`config.mk`:
```
export PLATFORM = sky130hd
export DESIGN_NAME = cli_detector
export DESIGN_NICKNAME = d
export VERILOG_FILES = /design/src/logic/cli_tick_div.v /design/src/logic/cli_harm_eval.v /design/src/logic/cli_detector.v
export VERILOG_INCLUDE_DIRS = /design/src /design/src/logic
export SDC_FILE = /design/constraint.sdc
export NUM_CORES = 2
export LEC_CHECK = 0
export BUFFER_PORTS_ARGS = -buffer_cell sky130_fd_sc_hd__buf_2
export CORE_MARGIN = 1
export CORE_UTILIZATION = 40
export DETAILED_ROUTE_END_ITERATION = 8
export SYNTH_ARGS = -nofsm -noshare
export SYNTH_HDL_FRONTEND = slang
export SYNTH_HIERARCHICAL = 1
export SYNTH_SLANG_ARGS = --single-unit
```
`constraint.sdc`:
```
create_clock -name aclk -period 8.93 [get_ports aclk]
set_input_delay 1.786 -clock aclk [delete_from_list [all_inputs] [get_ports aclk]]
set_output_delay 1.786 -clock aclk [all_outputs]
set_load 0.05 [all_outputs]
```
`src/logic/cli_defines.vh`:
```
`ifndef CLI_DEFINES_VH
`define CLI_DEFINES_VH

// register byte addresses
`define CLI_ADDR_CTRL 8'h00
`define CLI_ADDR_KEY 8'h04
`define CLI_ADDR_IDLE 8'h08
`define CLI_ADDR_PICKUP 8'h0c
`define CLI_ADDR_DURATION 8'h10
`define CLI_ADDR_HARM 8'h14
`define CLI_ADDR_STATUS 8'h18
`define CLI_ADDR_PEAK 8'h1c
`define CLI_ADDR_IDLE_PRI 8'h20
`define CLI_ADDR_PICK_PRI 8'h24
`define CLI_ADDR_CT_SCALE 8'h28
`define CLI_ADDR_IRQ_STAT 8'h2c
`define CLI_ADDR_IRQ_MASK 8'h30

// reset values
`define CLI_RST_CTRL 1'h1
`define CLI_RST_IDLE 16'h0019
`define CLI_RST_PICKUP 16'h0200
`define CLI_RST_DURATION 16'h03e8
`define CLI_RST_HARM 8'h14
`define CLI_RST_CT_SCALE 16'h0064
// unlock key: value is arbitrary
`define CLI_UNLOCK_KEY 32'h0000c1d5

// status fields
`define CLI_ST_COLD_LSB 0
`define CLI_ST_INRUSH_LSB 2
`define CLI_ST_BLOCK 4
`define CLI_ST_ARMED 5
`define CLI_ST_HARM_DONE 6
`define CLI_ST_UNLOCKED 7
`define CLI_STAT_IDLE 2'h0
`define CLI_STAT_START 2'h1
`define CLI_STAT_TRIP 2'h2

// event bits
`define CLI_EV_COLD_START 0
`define CLI_EV_COLD_TIMEOUT 1
`define CLI_EV_INRUSH_START 2
`define CLI_EV_INRUSH_TIMEOUT 3
`define CLI_EV_WRITE_REFUSED 4
`define CLI_EV_W 5

// timing
`define CLI_CLK_PERIOD_PS 25000
`define CLI_TICK_US 1000
`define CLI_TICK_CYCLES (`CLI_TICK_US * 1000000 / `CLI_CLK_PERIOD_PS)
`define CLI_START_WINDOW_MS 80
`define CLI_SAMPLES_PER_CYCLE 32

`endif

```
`src/logic/cli_tick_div.v`:
```
`timescale 1ns/1ps
`default_nettype none
module cli_tick_div #(
    parameter CYCLES = 40000,
    parameter W = 17
) (
    // clock and reset
    input wire aclk,
    input wire aresetn,
    // control
    input wire restart,
    // output
    output reg tick
);
    reg [W-1:0] cnt_reg;

    always @(posedge aclk)
    begin
        if (!aresetn || restart)
        begin
            cnt_reg <= {W{1'b0}};
            tick <= 1'b0;
        end
        else if (cnt_reg == CYCLES[W-1:0] - 1'b1)
        begin
            cnt_reg <= {W{1'b0}};
            tick <= 1'b1;
        end
        else
        begin
            cnt_reg <= cnt_reg + 1'b1;
            tick <= 1'b0;
        end
    end
endmodule
`default_nettype wire

```
`src/logic/cli_harm_eval.v`:
```
`timescale 1ns/1ps
`default_nettype none
module cli_harm_eval #(
    parameter NPH = 3,
    parameter RW = 8,
    parameter SPC = 32
) (
    // clock and reset
    input wire aclk,
    input wire aresetn,
    // control
    input wire start,
    input wire sample_strobe,
    input wire [NPH*RW-1:0] ratio_bus,
    input wire [RW-1:0] threshold,
    // result
    output reg done_reg,
    output reg present_reg
);
    reg [6:0] cnt_reg;
    wire [NPH-1:0] above;

    genvar i;
    generate
        for (i = 0; i < NPH; i = i + 1)
        begin : g_phase
            assign above[i] = ratio_bus[i*RW +: RW] > threshold;
        end
    endgenerate

    // decision latched once, after a whole cycle of transform input
    always @(posedge aclk)
    begin
        if (!aresetn || start)
        begin
            cnt_reg <= 7'h00;
            done_reg <= 1'b0;
            present_reg <= 1'b0;
        end
        else if (sample_strobe && !done_reg)
        begin
            cnt_reg <= cnt_reg + 7'h01;
            if (cnt_reg == SPC[6:0] - 7'h01)
            begin
                done_reg <= 1'b1;
                present_reg <= |above;
            end
        end
    end
endmodule
`default_nettype wire

```
`src/logic/cli_detector.v`:
```
// Register access over AXI4-Lite and the register offsets are this design's own decisions.
`timescale 1ns/1ps
`default_nettype none
`include "cli_defines.vh"
module cli_detector #(
    parameter TICK_CYCLES = `CLI_TICK_CYCLES,
    parameter CW = 16,
    parameter RW = 8
) (
    // clock and reset
    input wire aclk,
    input wire aresetn,
    // axi4-lite write address
    input wire [7:0] s_axi_awaddr,
    input wire s_axi_awvalid,
    output wire s_axi_awready,
    // axi4-lite write data
    input wire [31:0] s_axi_wdata,
    input wire [3:0] s_axi_wstrb,
    input wire s_axi_wvalid,
    output wire s_axi_wready,
    // axi4-lite write response
    output reg [1:0] s_axi_bresp,
    output reg s_axi_bvalid,
    input wire s_axi_bready,
    // axi4-lite read address
    input wire [7:0] s_axi_araddr,
    input wire s_axi_arvalid,
    output wire s_axi_arready,
    // axi4-lite read data
    output reg [31:0] s_axi_rdata,
    output reg [1:0] s_axi_rresp,
    output reg s_axi_rvalid,
    input wire s_axi_rready,
    // measurement front end
    input wire meas_valid,
    input wire [CW-1:0] phase_current_a,
    input wire [CW-1:0] phase_current_b,
    input wire [CW-1:0] phase_current_c,
    input wire sample_strobe,
    input wire [RW-1:0] second_harmonic_ratio_a,
    input wire [RW-1:0] second_harmonic_ratio_b,
    input wire [RW-1:0] second_harmonic_ratio_c,
    // to output and blocking matrices
    output reg cold_load_detect,
    output reg inrush_detect,
    output reg inrush_block,
    output wire [1:0] cold_load_status,
    output wire [1:0] inrush_status,
    // interrupt
    output reg irq
);
    // ****
    // state encoding
    // ****
    localparam ST_WAIT_IDLE = 4'h1;
    localparam ST_ARMED = 4'h2;
    localparam ST_RISE = 4'h4;
    localparam ST_ACTIVE = 4'h8;

    // ****
    // registers
    // ****
    reg enable_reg;
    reg unlock_reg;
    reg [15:0] idle_limit_reg;
    reg [15:0] pickup_level_reg;
    reg [15:0] activation_duration_limit_reg;
    reg [7:0] harmonic_ratio_threshold_reg;
    reg [15:0] ct_scale_reg;
    reg [`CLI_EV_W-1:0] irq_stat_reg;
    reg [`CLI_EV_W-1:0] irq_mask_reg;
    reg [CW-1:0] cur_a_reg;
    reg [CW-1:0] cur_b_reg;
    reg [CW-1:0] cur_c_reg;
    reg [CW-1:0] peak_phase_current_reg;
    reg [3:0] state_reg;
    reg [3:0] state_next;
    reg [6:0] window_cnt_reg;
    reg [15:0] dur_cnt_reg;
    reg cold_trip_reg;
    reg inrush_trip_reg;
    reg inrush_seen_reg;
    reg aw_held_reg;
    reg w_held_reg;
    reg [7:0] aw_addr_reg;
    reg [31:0] w_data_reg;
    reg [3:0] w_strb_reg;
    reg [31:0] rd_mux;
    reg rd_hit;
    reg [`CLI_EV_W-1:0] ev;

    wire tick;
    wire harm_done;
    wire harm_present;
    wire all_idle;
    wire any_pick;
    wire thr_zero;
    wire inrush_on;
    wire block_on;
    wire do_write;
    wire key_ok;
    wire prot_addr;
    wire wr_refused;
    wire [31:0] wmask;
    wire [31:0] idle_pri;
    wire [31:0] pick_pri;

    // ****
    // peak supervision
    // ****
    always @(posedge aclk)
    begin
        if (!aresetn)
        begin
            cur_a_reg <= {CW{1'b0}};
            cur_b_reg <= {CW{1'b0}};
            cur_c_reg <= {CW{1'b0}};
            peak_phase_current_reg <= {CW{1'b0}};
        end
        else
        begin
            if (meas_valid)
            begin
                cur_a_reg <= phase_current_a;
                cur_b_reg <= phase_current_b;
                cur_c_reg <= phase_current_c;
            end
            if (cur_a_reg >= cur_b_reg && cur_a_reg >= cur_c_reg)
                peak_phase_current_reg <= cur_a_reg;
            else if (cur_b_reg >= cur_c_reg)
                peak_phase_current_reg <= cur_b_reg;
            else
                peak_phase_current_reg <= cur_c_reg;
        end
    end

    // limits compare against the peak, so all phases are covered at once
    assign all_idle = peak_phase_current_reg < idle_limit_reg;
    assign any_pick = peak_phase_current_reg > pickup_level_reg;

    // ****
    // timing helpers
    // ****
    // divider restarts on each timed phase so windows are not short by a tick
    cli_tick_div #(
        .CYCLES(TICK_CYCLES),
        .W(17)
    ) u_tick (
        .aclk(aclk),
        .aresetn(aresetn),
        .restart(state_next != state_reg),
        .tick(tick)
    );

    cli_harm_eval #(
        .NPH(3),
        .RW(RW),
        .SPC(`CLI_SAMPLES_PER_CYCLE)
    ) u_harm (
        .aclk(aclk),
        .aresetn(aresetn),
        .start(state_reg != ST_ACTIVE && state_next == ST_ACTIVE),
        .sample_strobe(sample_strobe),
        .ratio_bus({second_harmonic_ratio_c, second_harmonic_ratio_b,
            second_harmonic_ratio_a}),
        .threshold(harmonic_ratio_threshold_reg),
        .done_reg(harm_done),
        .present_reg(harm_present)
    );

    // ****
    // detection state machine
    // ****
    always @*
    begin
        state_next = state_reg;
        case (state_reg)
            ST_WAIT_IDLE:
                if (enable_reg && all_idle)
                    state_next = ST_ARMED;
            ST_ARMED:
                if (!enable_reg)
                    state_next = ST_WAIT_IDLE;
                else if (any_pick)
                    state_next = ST_ACTIVE;
                else if (!all_idle)
                    state_next = ST_RISE;
            ST_RISE:
                if (!enable_reg)
                    state_next = ST_WAIT_IDLE;
                else if (any_pick)
                    state_next = ST_ACTIVE;
                else if (all_idle)
                    state_next = ST_ARMED;
                else if (window_cnt_reg >= `CLI_START_WINDOW_MS)
                    state_next = ST_WAIT_IDLE;
            ST_ACTIVE:
                if (!enable_reg || !any_pick)
                    state_next = ST_WAIT_IDLE;
                else if (dur_cnt_reg >= activation_duration_limit_reg)
                    state_next = ST_WAIT_IDLE;
            default:
                state_next = ST_WAIT_IDLE;
        endcase
    end

    assign thr_zero = harmonic_ratio_threshold_reg == 8'h00;
    assign inrush_on = (state_reg == ST_ACTIVE) &&
        (thr_zero || (harm_done && harm_present));
    assign block_on = (state_reg == ST_ACTIVE) &&
        (thr_zero || !harm_done || harm_present);

    always @*
    begin
        ev = {`CLI_EV_W{1'b0}};
        ev[`CLI_EV_COLD_START] = state_reg != ST_ACTIVE && state_next == ST_ACTIVE;
        ev[`CLI_EV_COLD_TIMEOUT] = state_reg == ST_ACTIVE && any_pick && enable_reg &&
            dur_cnt_reg >= activation_duration_limit_reg;
        ev[`CLI_EV_INRUSH_START] = inrush_on && !inrush_seen_reg;
        ev[`CLI_EV_INRUSH_TIMEOUT] = ev[`CLI_EV_COLD_TIMEOUT] && inrush_on;
        ev[`CLI_EV_WRITE_REFUSED] = wr_refused;
    end

    always @(posedge aclk)
    begin
        if (!aresetn)
        begin
            state_reg <= ST_WAIT_IDLE;
            window_cnt_reg <= 7'h00;
            dur_cnt_reg <= 16'h0000;
            cold_trip_reg <= 1'b0;
            inrush_trip_reg <= 1'b0;
            inrush_seen_reg <= 1'b0;
            cold_load_detect <= 1'b0;
            inrush_detect <= 1'b0;
            inrush_block <= 1'b0;
        end
        else
        begin
            state_reg <= state_next;
            if (state_next != state_reg)
            begin
                window_cnt_reg <= 7'h00;
                dur_cnt_reg <= 16'h0000;
            end
            else if (tick)
            begin
                if (window_cnt_reg != 7'h7f)
                    window_cnt_reg <= window_cnt_reg + 7'h01;
                if (dur_cnt_reg != 16'hffff)
                    dur_cnt_reg <= dur_cnt_reg + 16'h0001;
            end
            if (ev[`CLI_EV_COLD_TIMEOUT])
                cold_trip_reg <= 1'b1;
            if (ev[`CLI_EV_INRUSH_TIMEOUT])
                inrush_trip_reg <= 1'b1;
            if (state_next == ST_ARMED)
            begin
                cold_trip_reg <= 1'b0;
                inrush_trip_reg <= 1'b0;
            end
            inrush_seen_reg <= inrush_on;
            cold_load_detect <= state_reg == ST_ACTIVE;
            inrush_detect <= inrush_on;
            inrush_block <= block_on;
        end
    end

    assign cold_load_status = cold_load_detect ? `CLI_STAT_START :
        cold_trip_reg ? `CLI_STAT_TRIP : `CLI_STAT_IDLE;
    assign inrush_status = inrush_detect ? `CLI_STAT_START :
        inrush_trip_reg ? `CLI_STAT_TRIP : `CLI_STAT_IDLE;

    // ****
    // register bus
    // ****
    assign s_axi_awready = !aw_held_reg;
    assign s_axi_wready = !w_held_reg;
    assign s_axi_arready = !s_axi_rvalid;
    assign do_write = aw_held_reg && w_held_reg && !s_axi_bvalid;
    assign wmask = {{8{w_strb_reg[3]}}, {8{w_strb_reg[2]}},
        {8{w_strb_reg[1]}}, {8{w_strb_reg[0]}}};
    assign key_ok = w_data_reg == `CLI_UNLOCK_KEY && w_strb_reg == 4'hf;
    assign prot_addr = aw_addr_reg == `CLI_ADDR_IDLE || aw_addr_reg == `CLI_ADDR_PICKUP ||
        aw_addr_reg == `CLI_ADDR_DURATION || aw_addr_reg == `CLI_ADDR_HARM;
    // the idle, pickup, duration and harmonic settings stay put unless a key write opened them since the last such write
    assign wr_refused = do_write && prot_addr && !unlock_reg;
    assign idle_pri = idle_limit_reg * ct_scale_reg;
    assign pick_pri = pickup_level_reg * ct_scale_reg;

    always @(posedge aclk)
    begin
        if (!aresetn)
        begin
            aw_held_reg <= 1'b0;
            w_held_reg <= 1'b0;
            aw_addr_reg <= 8'h00;
            w_data_reg <= 32'h00000000;
            w_strb_reg <= 4'h0;
            s_axi_bvalid <= 1'b0;
            s_axi_bresp <= 2'h0;
            enable_reg <= `CLI_RST_CTRL;
            unlock_reg <= 1'b0;
            idle_limit_reg <= `CLI_RST_IDLE;
            pickup_level_reg <= `CLI_RST_PICKUP;
            activation_duration_limit_reg <= `CLI_RST_DURATION;
            harmonic_ratio_threshold_reg <= `CLI_RST_HARM;
            ct_scale_reg <= `CLI_RST_CT_SCALE;
            irq_stat_reg <= {`CLI_EV_W{1'b0}};
            irq_mask_reg <= {`CLI_EV_W{1'b0}};
            irq <= 1'b0;
        end
        else
        begin
            if (s_axi_awvalid && !aw_held_reg)
            begin
                aw_held_reg <= 1'b1;
                aw_addr_reg <= {s_axi_awaddr[7:2], 2'h0};
            end
            if (s_axi_wvalid && !w_held_reg)
            begin
                w_held_reg <= 1'b1;
                w_data_reg <= s_axi_wdata;
                w_strb_reg <= s_axi_wstrb;
            end
            if (s_axi_bvalid && s_axi_bready)
                s_axi_bvalid <= 1'b0;
            // a set arriving with its clear wins
            irq_stat_reg <= irq_stat_reg | ev;
            if (do_write)
            begin
                aw_held_reg <= 1'b0;
                w_held_reg <= 1'b0;
                s_axi_bvalid <= 1'b1;
                s_axi_bresp <= wr_refused ? 2'h2 : 2'h0;
                if (prot_addr && unlock_reg)
                    unlock_reg <= 1'b0;
                case (aw_addr_reg)
                    `CLI_ADDR_CTRL:
                        if (w_strb_reg[0])
                            enable_reg <= w_data_reg[0];
                    `CLI_ADDR_KEY:
                        unlock_reg <= key_ok;
                    `CLI_ADDR_IDLE:
                        if (unlock_reg)
                            idle_limit_reg <= (idle_limit_reg & ~wmask[15:0]) |
                                (w_data_reg[15:0] & wmask[15:0]);
                    `CLI_ADDR_PICKUP:
                        if (unlock_reg)
                            pickup_level_reg <= (pickup_level_reg & ~wmask[15:0]) |
                                (w_data_reg[15:0] & wmask[15:0]);
                    `CLI_ADDR_DURATION:
                        if (unlock_reg)
                            activation_duration_limit_reg <=
                                (activation_duration_limit_reg & ~wmask[15:0]) |
                                (w_data_reg[15:0] & wmask[15:0]);
                    `CLI_ADDR_HARM:
                        if (unlock_reg && w_strb_reg[0])
                            harmonic_ratio_threshold_reg <= w_data_reg[7:0];
                    `CLI_ADDR_CT_SCALE:
                        ct_scale_reg <= (ct_scale_reg & ~wmask[15:0]) |
                            (w_data_reg[15:0] & wmask[15:0]);
                    `CLI_ADDR_IRQ_STAT:
                        if (w_strb_reg[0])
                            irq_stat_reg <= (irq_stat_reg & ~w_data_reg[`CLI_EV_W-1:0]) | ev;
                    `CLI_ADDR_IRQ_MASK:
                        if (w_strb_reg[0])
                            irq_mask_reg <= w_data_reg[`CLI_EV_W-1:0];
                    `CLI_ADDR_STATUS, `CLI_ADDR_PEAK, `CLI_ADDR_IDLE_PRI, `CLI_ADDR_PICK_PRI:
                        s_axi_bresp <= 2'h0;
                    default:
                        s_axi_bresp <= 2'h3;
                endcase
            end
            irq <= |(irq_stat_reg & irq_mask_reg);
        end
    end

    always @*
    begin
        rd_hit = 1'b1;
        rd_mux = 32'h00000000;
        case (s_axi_araddr[7:2])
            `CLI_ADDR_CTRL >> 2: rd_mux[0] = enable_reg;
            `CLI_ADDR_KEY >> 2: rd_mux = 32'h00000000;
            `CLI_ADDR_IDLE >> 2: rd_mux[15:0] = idle_limit_reg;
            `CLI_ADDR_PICKUP >> 2: rd_mux[15:0] = pickup_level_reg;
            `CLI_ADDR_DURATION >> 2: rd_mux[15:0] = activation_duration_limit_reg;
            `CLI_ADDR_HARM >> 2: rd_mux[7:0] = harmonic_ratio_threshold_reg;
            `CLI_ADDR_STATUS >> 2:
            begin
                rd_mux[`CLI_ST_COLD_LSB +: 2] = cold_load_status;
                rd_mux[`CLI_ST_INRUSH_LSB +: 2] = inrush_status;
                rd_mux[`CLI_ST_BLOCK] = inrush_block;
                rd_mux[`CLI_ST_ARMED] = state_reg == ST_ARMED;
                rd_mux[`CLI_ST_HARM_DONE] = harm_done;
                rd_mux[`CLI_ST_UNLOCKED] = unlock_reg;
            end
            `CLI_ADDR_PEAK >> 2: rd_mux[CW-1:0] = peak_phase_current_reg;
            `CLI_ADDR_IDLE_PRI >> 2: rd_mux = idle_pri;
            `CLI_ADDR_PICK_PRI >> 2: rd_mux = pick_pri;
            `CLI_ADDR_CT_SCALE >> 2: rd_mux[15:0] = ct_scale_reg;
            `CLI_ADDR_IRQ_STAT >> 2: rd_mux[`CLI_EV_W-1:0] = irq_stat_reg;
            `CLI_ADDR_IRQ_MASK >> 2: rd_mux[`CLI_EV_W-1:0] = irq_mask_reg;
            default: rd_hit = 1'b0;
        endcase
    end

    always @(posedge aclk)
    begin
        if (!aresetn)
        begin
            s_axi_rvalid <= 1'b0;
            s_axi_rdata <= 32'h00000000;
            s_axi_rresp <= 2'h0;
        end
        else if (s_axi_arvalid && !s_axi_rvalid)
        begin
            s_axi_rvalid <= 1'b1;
            s_axi_rdata <= rd_mux;
            s_axi_rresp <= rd_hit ? 2'h0 : 2'h3;
        end
        else if (s_axi_rready)
            s_axi_rvalid <= 1'b0;
    end
endmodule
`default_nettype wire

```
==> impl_metrics.ini <==
[clock_network]
clk_root_buffer_cell = sky130_fd_sc_hd__clkbuf_16
cts-buffers-inserted = 35
clk-insertion-delay-late_ns = 0.58
cts.htree.levels = 2
cts_sinks = 289
clockBufferDepth = 3
cts_hold_buf = 0
cts.repair.resized = 0
clock_tree_from_tritoncts = done
postCtsSetupRepairBufs = 0
clkTransAtPathRegs_ns = 0.06

[synthesis]
asyncSetResetFlopFracSynth = 0
total_of_flip_flops_plus_latches_after_synthesis = 289
synth_enable_flop_cells = 0
synth-seq-area-share = 0.178
netlist_instances = 3754
synthesis.nets = 4607
synth-warning-count = 6
ys_dominant_reg_cell = sky130_fd_sc_hd__dfxtp_1
number_of_distinct_standard_cells_referenced_by_the_synthesized_netlist = 81
synth.cell_area_um2 = 32400
syn-mean-instance-area_um2 = 8.64

[sta]
final_hold_viol_count = 0
max_slew_margin = 0.196
finalSetupViolations = 0
actual_transition_at_the_worst_max_transition_pin_ns = 1.20
rsz0062_at_grt = false
fin_ws_ns = 1.38
timing.final.crit_period_ns = 7.55
setup_total_negative_slack_ns = 0
fin_skew_ns = 0.0270
final_min_period_over_clock_period = 0.846
finalMaxSlewViolations = 0
fmax_mhz = 132

[global_routing]
first_global_vias = 25800
grt_use_total = 0.226
globalRoute.totalOverflow = 0
grt_pass1_wl_um = 146000
pin_count_of_the_biggest_net_entering_global_routing = 97
antenna_found_initial = 2

[final_layout]
layout_commonest_cell = sky130_fd_sc_hd__inv_1
final_net_count = 4676
ff_latch_area_um2 = 5790
fraction_of_final_layout_cells_with_drive_strength_greater_than_1 = 0.0873
multi_input_comb_area_um2 = 23700
area_growth_pct = 9.20
filler_cell_count = 8064
most-common-layout-cells = 560 x sky130_fd_sc_hd__inv_1, 460 x sky130_fd_sc_hd__nand2_1, 388 x sky130_fd_sc_hd__fa_1
final_core_utilization = 0.441

[die]
die_x_um = 287
floorplan.initialDensity = 0.404
placementRows = 104
die_height_um = 287
fp.dieArea_um2 = 82300
boundaryPins = 182
core-area_um2 = 80400

[hold_path]
hold_path.startpoint = cold_trip_reg
worstHoldPathType = reg2reg

[power]
clockPowerShare = 0.408
internal_power_uw = 2320
leakage_uw = 0.0166
p_seq_frac = 0.425
p_sw_uw = 1020
power.combinational.fraction = 0.167
swShare = 0.305
powerDensity_nw_per_um2 = 94.1
vdd_drop_max_v = 0.000135

[critical_path]
worst-path-max-fanout = 14
worst_path_largest_cell_delay_ns = 0.81
critical_path_source_type = flop
critical_path_arrival_ns = 7.98
crit_slowest_cell = sky130_fd_sc_hd__dfxtp_1
cp_common_cell = sky130_fd_sc_hd__fa_1
worst-endpoint-required_ns = 9.36
cp_cell_sequence = buf_4 -> nand2_1 -> fa_1 -> inv_1 -> fa_1 -> fa_1 -> fa_1 -> fa_1 -> inv_1 -> fa_1 -> inv_1 -> ha_1 -> a21oi_1 -> o211ai_1 -> a221oi_1 -> a211oi_1 -> or3b_1 -> a21o_1 -> a221oi_2 -> xnor2_1 -> a22oi_1 -> a21oi_1
setup.worst_path.class = reg2reg
cp-end-kind = flop

[placement]
gp_congestion = 0.935
placement.setup.worst_slack_ns = 1.37
detailed_place_hpwl_um = 70900
placement.io_buffers = 177

[route]
detailroute.wirelength.met3_um = 5390
avgViaCountPerCell = 5.24
remaining_antenna_violation_count_after_routing = 0
remaining_routing_drc_violations = 0
routedWlPerCell_um = 18.7
drt-initial-drc-count = 1514
top_metal_layer_carrying_routed_signals = met4
detailedRoute.firstPassIterationCount = 6
m1WireLength_um = 41000
overall_via_count_from_detail_route = 25700
wl_met2_um = 42900
routed_wl_um = 91800

[run]
cap_violations = 0

[status]
run_status = complete, no violations
path summary, 6_finish.rpt:
kind / end / slack, ns / depth (start not counted)
min: cold_trip_reg / 0.46 / 2
max reg2reg: s_axi_rdata[30] / 1.38 / 22
max: s_axi_rdata[30] / 1.38 / 22
min reg2reg: cold_trip_reg / 0.46 / 2
power by group through the flow:
stage	registers, uW	clock network [uW]	logic [uW]
2_1_floorplan	1420	0	416
3_3_place_gp	1440	0	550
3_5_place_dp	1440	0	555
4_1_cts	1410	1400	558
5_1_grt	1420	1440	618
6_report	1420	1360	557
per-stage QoR:
stage               hold slack [ns]  instance area (um2)  power [uW]  std cells
floorplan                     0.430                32400        1840       3754
global placement              0.446                34400        1990       4846
detailed placement            0.454                34400        2000       4846
CTS                           0.461                35400        3370       4907
global route                  0.484                35400        3480       4907
finish                        0.457                35400        3340       4908
cells in the mapped netlist, types with 53 or more instances:
master                       n  area share
sky130_fd_sc_hd__a21oi_1   128       0.020
sky130_fd_sc_hd__ha_1      332        0.13
sky130_fd_sc_hd__and2_1    231       0.045
sky130_fd_sc_hd__nor2b_1   155       0.030
sky130_fd_sc_hd__nand2_1   460       0.053
sky130_fd_sc_hd__nand3_1    53      0.0082
sky130_fd_sc_hd__a21o_1     53       0.012
sky130_fd_sc_hd__o21ai_0   101       0.016
sky130_fd_sc_hd__dfxtp_1   289        0.18
sky130_fd_sc_hd__fa_1      388        0.24
sky130_fd_sc_hd__inv_1     560       0.065
sky130_fd_sc_hd__clkbuf_1  193       0.022
sky130_fd_sc_hd__xnor2_1    57       0.015
sky130_fd_sc_hd__nor2_1    162       0.019
sky130_fd_sc_hd__mux2i_1   142       0.044
final cells by class:
type	instances	share of cell area
Tap cell	1060	0.0374
Antenna cell	1	0.0000706
Timing Repair Buffer	245	0.0396
Multi-Input combinational cell	2692	0.670
Clock buffer	46	0.0264
Clock inverter	15	0.00360
Sequential cell	289	0.163
Inverter	560	0.0593
metal layers:
metal / up-vias / global-route usage
met4: 0 / 0.0654
met2: 671 / 0.372
met5: - / 0
met3: 133 / 0.0322
li1: 12200 / -
met1: 12700 / 0.306
worst max-delay path, delay by kind of cell, from the launching register on:
family | cells | cell delay [ns]
buf+inv | 4 | 0.53
compound gates | 8 | 2.04
fa+ha+maj | 7 | 3.33
flops | 1 | 0.81
simple gates | 2 | 0.59
xor+xnor | 1 | 0.10
cell families after synthesis:
group | synth area share
AO/OA/AOI/OAI | 0.106
XOR/XNOR | 0.0251
buffers and inverters | 0.0910
adder cells (fa/ha/maj) | 0.367
AND/OR/NAND/NOR | 0.188
multiplexers | 0.0441
flip-flops | 0.178
Note: power is estimated with default switching activity, not from simulation.
